File: config.mk
export PLATFORM = sky130hd
export DESIGN_NAME = lps_pin_select
export DESIGN_NICKNAME = d
export VERILOG_FILES = /design/src/verilog/lps_pkg.sv /design/src/verilog/lps_pin_select.sv /design/src/verilog/lps_pin_driver.sv
export SDC_FILE = /design/constraint.sdc
export NUM_CORES = 1
export LEC_CHECK = 0
export BUFFER_PORTS_ARGS = -buffer_cell sky130_fd_sc_hd__buf_2
export CORE_ASPECT_RATIO = 1.75
export CORE_MARGIN = 8
export CORE_UTILIZATION = 44
export CTS_CLUSTER_SIZE = 16
export DETAILED_ROUTE_END_ITERATION = 7
export PLACE_DENSITY_LB_ADDON = 0.3
export SYNTH_ARGS = -nofsm -noshare
export SYNTH_HDL_FRONTEND = slang
export SYNTH_SLANG_ARGS = --single-unit
File: constraint.sdc
create_clock -name clk_sys -period 5.7 [get_ports clk_sys]
set_clock_uncertainty 0.2 [all_clocks]
set_input_delay 1.14 -clock clk_sys [delete_from_list [all_inputs] [get_ports clk_sys]]
set_output_delay 1.14 -clock clk_sys [all_outputs]
set_load 0.005 [all_outputs]
File: src/verilog/lps_pkg.sv
`default_nettype none
package lps_pkg;

    // ------------------------------------------------------------
    // register map
    // ------------------------------------------------------------
    localparam int unsigned LPS_ADDR_W = 16;
    // byte address of the indicator pin configuration register
    localparam logic [15:0] LPS_ADDR_PIN_CONFIG = 16'h01bc;

    // ------------------------------------------------------------
    // field layout
    // ------------------------------------------------------------
    localparam int unsigned LPS_PIN_COUNT = 6;
    localparam int unsigned LPS_SEL_LSB = 0;   // select bits 5:0
    localparam int unsigned LPS_FUN_LSB = 8;   // function code 9:8
    // function code that asks for push-pull indicator drive
    localparam logic [1:0] LPS_FUN_PUSH_PULL = 2'h3;

    // ------------------------------------------------------------
    // values held during reset, before the straps are taken
    // ------------------------------------------------------------
    localparam logic [5:0] LPS_SEL_RESET = 6'h00;
    localparam logic [1:0] LPS_FUN_RESET = 2'h0;
    localparam logic [5:0] LPS_POL_RESET = 6'h00;
    localparam logic [31:0] LPS_WORD_ZERO = 32'h0000_0000;

    // ------------------------------------------------------------
    // types
    // ------------------------------------------------------------
    // strap capture happens in the first cycle after reset release
    typedef enum logic {
        LPS_PH_LATCH,
        LPS_PH_RUN
    } lps_phase_type;

    // drive request for one shared pin
    typedef struct packed {
        logic out;        // level driven when enabled
        logic oe;         // high while the pin is driven
        logic pullup_en;  // weak pull-up on
        logic ibuf_en;    // input buffer on
    } lps_pin_drive_type;

    // general-purpose side settings for the six pins
    typedef struct packed {
        logic [5:0] push_pull;  // 1 push-pull, 0 open-drain
        logic [5:0] dir_out;    // 1 output, 0 input
        logic [5:0] data_out;   // value to drive
    } lps_gpio_cfg_type;

    // loader override of the strap-derived defaults
    typedef struct packed {
        logic valid;
        logic [1:0] fun;
        logic [5:0] sel;
    } lps_loader_type;

    // address decode shared by the read and write paths
    function automatic logic lps_hits_config(
        input logic [15:0] addr
    );
        return addr == LPS_ADDR_PIN_CONFIG;
    endfunction

    // assemble the readable word; reserved bits read as zero
    function automatic logic [31:0] lps_config_word(
        input logic [1:0] fun,
        input logic [5:0] sel
    );
        logic [31:0] word;
        word = LPS_WORD_ZERO;
        word[LPS_FUN_LSB +: 2] = fun;
        word[LPS_SEL_LSB +: 6] = sel;
        return word;
    endfunction

endpackage
`default_nettype wire

File: src/verilog/lps_pin_select.sv
`default_nettype none
// Behaviour
// - select bit 1 routes pin to indicator
// - function code picks displayed status function
// - function code ignored on general-purpose pins
// - indicator pins: pull-up, input buffer off
// - code 11b push-pull, else open-drain/source
// - open-drain indicator active low on high strap
// - polarity from hard strap, never loader
// - general-purpose pins follow gpio settings only
// - defaults latched from straps on first edge after reset release
// - loader may replace strap-derived defaults
// - open-drain gpio: low on 0, released 1
module lps_pin_select
    import lps_pkg::*;
(
    input wire logic clk_sys,
    input wire logic rst,
    // register port of the serial management path
    input wire logic [15:0] reg_addr,
    input wire logic reg_wr,
    input wire logic reg_rd,
    input wire logic [31:0] reg_wdata,
    output logic [31:0] reg_rdata,
    output logic reg_rvalid,
    // configuration straps, sampled on the first edge after rst goes low
    input wire logic [1:0] function_default_strap,
    input wire logic [5:0] select_default_strap,
    input wire logic [5:0] polarity_strap,
    // loader override
    input wire lps_loader_type loader,
    // indicator status per function code, one bit per pin
    input wire logic [3:0][5:0] indicator_status,
    // general-purpose pin logic
    input wire lps_gpio_cfg_type gpio_cfg,
    output logic [5:0] gpio_pin_in,
    // the shared pins
    input wire logic [5:0] pin_in,
    output logic [5:0] pin_out,
    output logic [5:0] pin_oe,
    output logic [5:0] pin_pullup_en,
    output logic [5:0] pin_ibuf_en,
    // which pins currently run as indicators
    output logic [5:0] indicator_select_bits
);

    // ------------------------------------------------------------
    // state
    // ------------------------------------------------------------
    // everything the block remembers lives in one record
    typedef struct packed {
        lps_phase_type phase;        // strap capture or running
        logic [5:0] sel;             // indicator select bits
        logic [1:0] fun;             // indicator function code
        logic [5:0] pol_low;         // hard-strap polarity
        logic [31:0] rdata;          // read answer
        logic rvalid;                // read answer strobe
        logic [5:0] pin_out;         // registered pin level
        logic [5:0] pin_oe;          // registered enable
        logic [5:0] pin_pullup_en;   // registered pull-up
        logic [5:0] pin_ibuf_en;     // registered input buffer
        logic [5:0] gpio_in;         // sampled pin for gpio
    } lps_state_type;

    lps_state_type state;       // current record
    lps_state_type next_state;  // record for the next edge

    // per-pin drive requests from the pin drivers
    lps_pin_drive_type [5:0] drive;

    // indicator level chosen by the function code
    logic [5:0] status_selected;

    // ------------------------------------------------------------
    // indicator function choice
    // ------------------------------------------------------------
    // the full status table sits outside; here the code only
    // picks which row of it reaches the pins
    always_comb begin
        status_selected = indicator_status[state.fun];
    end

    // ------------------------------------------------------------
    // pin drivers
    // ------------------------------------------------------------
    // one driver per pin; the select bit decides whether the
    // function code or the gpio settings steer it
    for (genvar i = 0; i < LPS_PIN_COUNT; i++) begin : g_pin
        lps_pin_driver u_driver (
            .indicator_sel(state.sel[i]),
            .function_code(state.fun),
            .polarity_low(state.pol_low[i]),
            .indicator_active(status_selected[i]),
            .gpio_push_pull(gpio_cfg.push_pull[i]),
            .gpio_dir_out(gpio_cfg.dir_out[i]),
            .gpio_data(gpio_cfg.data_out[i]),
            .drive(drive[i])
        );
    end

    // ------------------------------------------------------------
    // next-state logic
    // ------------------------------------------------------------
    always_comb begin
        next_state = state;
        next_state.rvalid = 1'b0;

        case (state.phase)
            // first edge after reset release: take the straps
            LPS_PH_LATCH: begin
                next_state.sel = select_default_strap;
                next_state.fun = function_default_strap;
                // polarity is caught here only and never again
                next_state.pol_low = polarity_strap;
                next_state.phase = LPS_PH_RUN;
            end
            // normal operation
            LPS_PH_RUN: begin
                if (loader.valid) begin
                    // loader override wins over a software write
                    // in the same cycle; it only comes at boot
                    next_state.sel = loader.sel;
                    next_state.fun = loader.fun;
                end else if (reg_wr && lps_hits_config(reg_addr)) begin
                    // reserved bits of the write are dropped
                    next_state.sel = reg_wdata[LPS_SEL_LSB +: 6];
                    next_state.fun = reg_wdata[LPS_FUN_LSB +: 2];
                end
            end
            default: begin
                next_state.phase = LPS_PH_LATCH;
            end
        endcase

        // read answer: the live configuration, or zero when the
        // address is not ours
        if (reg_rd) begin
            next_state.rvalid = 1'b1;
            if (lps_hits_config(reg_addr)) begin
                next_state.rdata = lps_config_word(state.fun, state.sel);
            end else begin
                next_state.rdata = LPS_WORD_ZERO;
            end
        end

        // pin outputs come from flops, so they follow the
        // configuration one edge later; a glitch-free pin was
        // worth the single cycle of lag
        for (int i = 0; i < LPS_PIN_COUNT; i++) begin
            if (state.phase == LPS_PH_RUN) begin
                next_state.pin_out[i] = drive[i].out;
                next_state.pin_oe[i] = drive[i].oe;
                next_state.pin_pullup_en[i] = drive[i].pullup_en;
                next_state.pin_ibuf_en[i] = drive[i].ibuf_en;
            end else begin
                // hold pins released until the straps are known
                next_state.pin_out[i] = 1'b0;
                next_state.pin_oe[i] = 1'b0;
                next_state.pin_pullup_en[i] = 1'b1;
                next_state.pin_ibuf_en[i] = 1'b1;
            end
            // gpio logic sees the pin only while its buffer is on;
            // an indicator pin reads as zero
            next_state.gpio_in[i] = pin_in[i] & state.pin_ibuf_en[i];
        end
    end

    // ------------------------------------------------------------
    // state register
    // ------------------------------------------------------------
    // synchronous reset to constants; the straps are taken by
    // the latch phase right after release, not under reset
    always_ff @(posedge clk_sys) begin
        if (rst) begin
            state.phase <= LPS_PH_LATCH;
            state.sel <= LPS_SEL_RESET;
            state.fun <= LPS_FUN_RESET;
            state.pol_low <= LPS_POL_RESET;
            state.rdata <= LPS_WORD_ZERO;
            state.rvalid <= 1'b0;
            state.pin_out <= 6'h00;
            state.pin_oe <= 6'h00;
            state.pin_pullup_en <= 6'h3f;
            state.pin_ibuf_en <= 6'h3f;
            state.gpio_in <= 6'h00;
        end else begin
            state <= next_state;
        end
    end

    // ------------------------------------------------------------
    // outputs
    // ------------------------------------------------------------
    // each output is a field of the state record
    always_comb begin
        reg_rdata = state.rdata;
        reg_rvalid = state.rvalid;
        pin_out = state.pin_out;
        pin_oe = state.pin_oe;
        pin_pullup_en = state.pin_pullup_en;
        pin_ibuf_en = state.pin_ibuf_en;
        gpio_pin_in = state.gpio_in;
        indicator_select_bits = state.sel;
    end

endmodule
`default_nettype wire

File: src/verilog/lps_pin_driver.sv
`default_nettype none
// one shared pin: works out driver, pull-up and input buffer
// from the pin's mode; purely combinational, the caller registers
module lps_pin_driver
    import lps_pkg::*;
(
    input wire logic indicator_sel,
    input wire logic [1:0] function_code,
    input wire logic polarity_low,
    input wire logic indicator_active,
    input wire logic gpio_push_pull,
    input wire logic gpio_dir_out,
    input wire logic gpio_data,
    output var lps_pin_drive_type drive
);

    // ------------------------------------------------------------
    // mode decode
    // ------------------------------------------------------------
    always_comb begin
        drive = '0;
        if (indicator_sel) begin
            // indicator: no pull-up, no input buffer
            drive.pullup_en = 1'b0;
            drive.ibuf_en = 1'b0;
            if (function_code == LPS_FUN_PUSH_PULL) begin
                // push-pull, always driven
                drive.oe = 1'b1;
                drive.out = indicator_active;
            end else if (polarity_low) begin
                // open-drain, active low: sink when lit
                drive.oe = indicator_active;
                drive.out = 1'b0;
            end else begin
                // open-source, active high: source when lit
                drive.oe = indicator_active;
                drive.out = 1'b1;
            end
        end else begin
            // general purpose: strap plays no part here
            drive.pullup_en = 1'b1;
            drive.ibuf_en = 1'b1;
            if (gpio_dir_out && gpio_push_pull) begin
                drive.oe = 1'b1;
                drive.out = gpio_data;
            end else if (gpio_dir_out) begin
                // open-drain: low on 0, released on 1
                drive.oe = ~gpio_data;
                drive.out = 1'b0;
            end else begin
                // input: released
                drive.oe = 1'b0;
                drive.out = 1'b0;
            end
        end
    end

endmodule
`default_nettype wire

==> out/metrics.csv <==
metric;value;unit
cts_buffers;5;
hold_buffers;0;
start_kind;input pin;
ios;192;
p_int;508.2;uW
final-hold-violation-count;0;
root_buffer;clkbuf_8;
endpoint_kind;flop;
p_leak;0.001454;uW
initial_utilization;44.69;%
ys_warn_count;0;
cts_max_level;2;
swShare;26.37;%
fin_cells;456;
antenna_found_initial;0;
ctsResizeCount;0;
setup_viol;0;
async_flop_share;0;%
timing.fmax;361.9;MHz
finalCritPeriodShare;48.48;%
crit_path_max_fanout;9;
drc;0;
cts_setup_buffers;0;
share_seq_of_total_power;53.9;%
coreArea;5787;um^2
grt_pass1_vias;2322;
p_sw;182.0;uW
syn_to_final_growth;16.74;%
clkPwrFrac;30.3;%
clk_latency;300;ps
via_per_inst;4.772;
firstDrtPassIters;4;
dp_hpwl;5.740;mm
vdd_drop_max;188.5;uV
numPortBuffers;143;
fp.dieW;73.96;um
hold_class;flop to flop;
gp_congestion;0.7801;
synth_cell_types;25;
finalCriticalPeriod;2764;ps
clock_tree.buffer_depth;2;
antenna_cells;0;
die_height;117.4;um
synth_edf_count;0;
final_antenna_net_count;0;
wirelength;7.070;mm
run_status;completed;
grt_start_max_net_pins;26;
overflow;0;
fin_nets;500;
fin_util;52.17;%
rows;37;
num_vias;2176;
netlist_area;2586;um^2
clk_pin_slew;90;ps
combPwrFrac;15.8;%
drt_iter0_markers;60;
p_per_area;228.6;nW/um^2
dieArea;8684;um^2
synth_seq_cells;48;
max_cap_violations;0;
cts_tree;yes;
tightestPinTransition;933.1;ps
slew-limit-headroom;37.71;%
worst_slack;2937;ps
required;5680;ps
rsz0062_at_grt;no;
tns;0;ps
maxSlewViolCount;0;
syn_inst;285;
synth_seq_area_share;37.16;%
critPathKind;input pin to flop;
grt_pass1_wl;10.79;mm
timing.hold.ws;266.7;ps
place_ws;2606;ps
wl_per_cell;15.50;um
drive_gt1_share;41.80;%
grt_usage;15.84;%
cp.arrival;2740;ps
place_inst;448;
avgSynthCellArea;9.074;um^2
ys.flop_type;dfxtp_1;
clock_sinks;48;
[sequential cells by signal (all words and copies together) (netlist names)]
name and cells:
gpio_pin_in 6, pin_out 6, reg_rvalid 1, reg_rdata 8
state 9, pin_oe 6, indicator_select_bits 6, pin_pullup_en 6
[per-layer routing]
metal | GRT usage, % | share of wire [%] | vias up | routed length [um]
met5 | 0 | 0 | - | 0
li1 | - | - | 1076 | -
met3 | 4.608 | 10 | 8 | 737
met4 | 6.927 | 2.2 | 0 | 155
met2 | 28.26 | 51 | 111 | 3635
met1 | 15.93 | 36 | 981 | 2542
[critical path, cell delays in order]
cell	delay, ps
buf_2	90
or4b_4	540
nor4_4	590
a21oi_4	220
mux2i_1	160
[path summary, 6_finish.rpt]
check / to / startpoint / slack, ps / cells after the start
hold reg to reg: reg_rdata[8] / reg_rdata[8] / 270 / 2
hold / removal: reg_rdata[8] / reg_rdata[8] / 270 / 2
setup / recovery: state[69] / reg_addr[6] / 2940 / 5
setup reg to reg: pin_oe[2] / state[77] / 3710 / 2
[area by class of cell]
cell class | count | area, um^2
Clock buffer | 6 | 82.58
Tap cell | 78 | 97.59
Timing Repair Buffer | 143 | 715.7
Sequential cell | 48 | 960.9
Multi-Input combinational cell | 178 | 1149
Clock inverter | 2 | 10.01
Inverter | 1 | 3.754
Fill cell | 567 | 2768
[cells in the final DEF (no fill, tap or decap), types with 8 or more instances in the layout]
master / count
nand2b_1: 16
o211ai_1: 14
a21oi_1: 20
nand3_1: 8
conb_1: 24
buf_2: 143
mux2i_1: 22
nand2_1: 30
dfxtp_1: 48
[cell families (layout without fill, tap and decap cells)]
kind of cell | after synthesis | in the layout | share of synthesized area [%]
other cells | 1 | 24 | 0.1450
mux | 28 | 28 | 11.13
buf+inv | 82 | 152 | 21.77
compound gates | 41 | 41 | 10.60
flops | 48 | 48 | 37.16
simple gates | 85 | 85 | 19.21
[stage by stage]
step | power [uW] | area (um^2)
2_1_floorplan | 456.3 | 2673
3_3_place_gp | 488.0 | 2927
3_5_place_dp | 491.0 | 2927
4_1_cts | 702.1 | 3019
5_1_grt | 730.8 | 3019
6_report | 690.2 | 3019
[synth_stat cells (4+ instances only)]
cell      count  area share (%)
o221ai_1      6             2.0
dfxtp_1      48              37
nand3b_1      6             1.7
nor2_1        6            0.87
nand2_1      30             4.4
and3_1        6             1.5
nand2b_1     16             3.9
nand4b_1      6             2.0
a21oi_1      20             3.9
mux2_1        4             1.7
buf_4        68              20
o211ai_1     14             4.1
mux2i_1      22             8.5
nand3_1       8             1.5
clkbuf_1     13             1.9
[power groups by stage]
stage | sequential (uW) | combinational [uW] | clock, uW
CTS | 373 | 110 | 219
finish | 372 | 109 | 209
floorplan | 367 | 88.8 | 0
global route | 376 | 122 | 233
detailed placement | 381 | 110 | 0
global placement | 381 | 107 | 0
(Power assumes the default switching activity.)
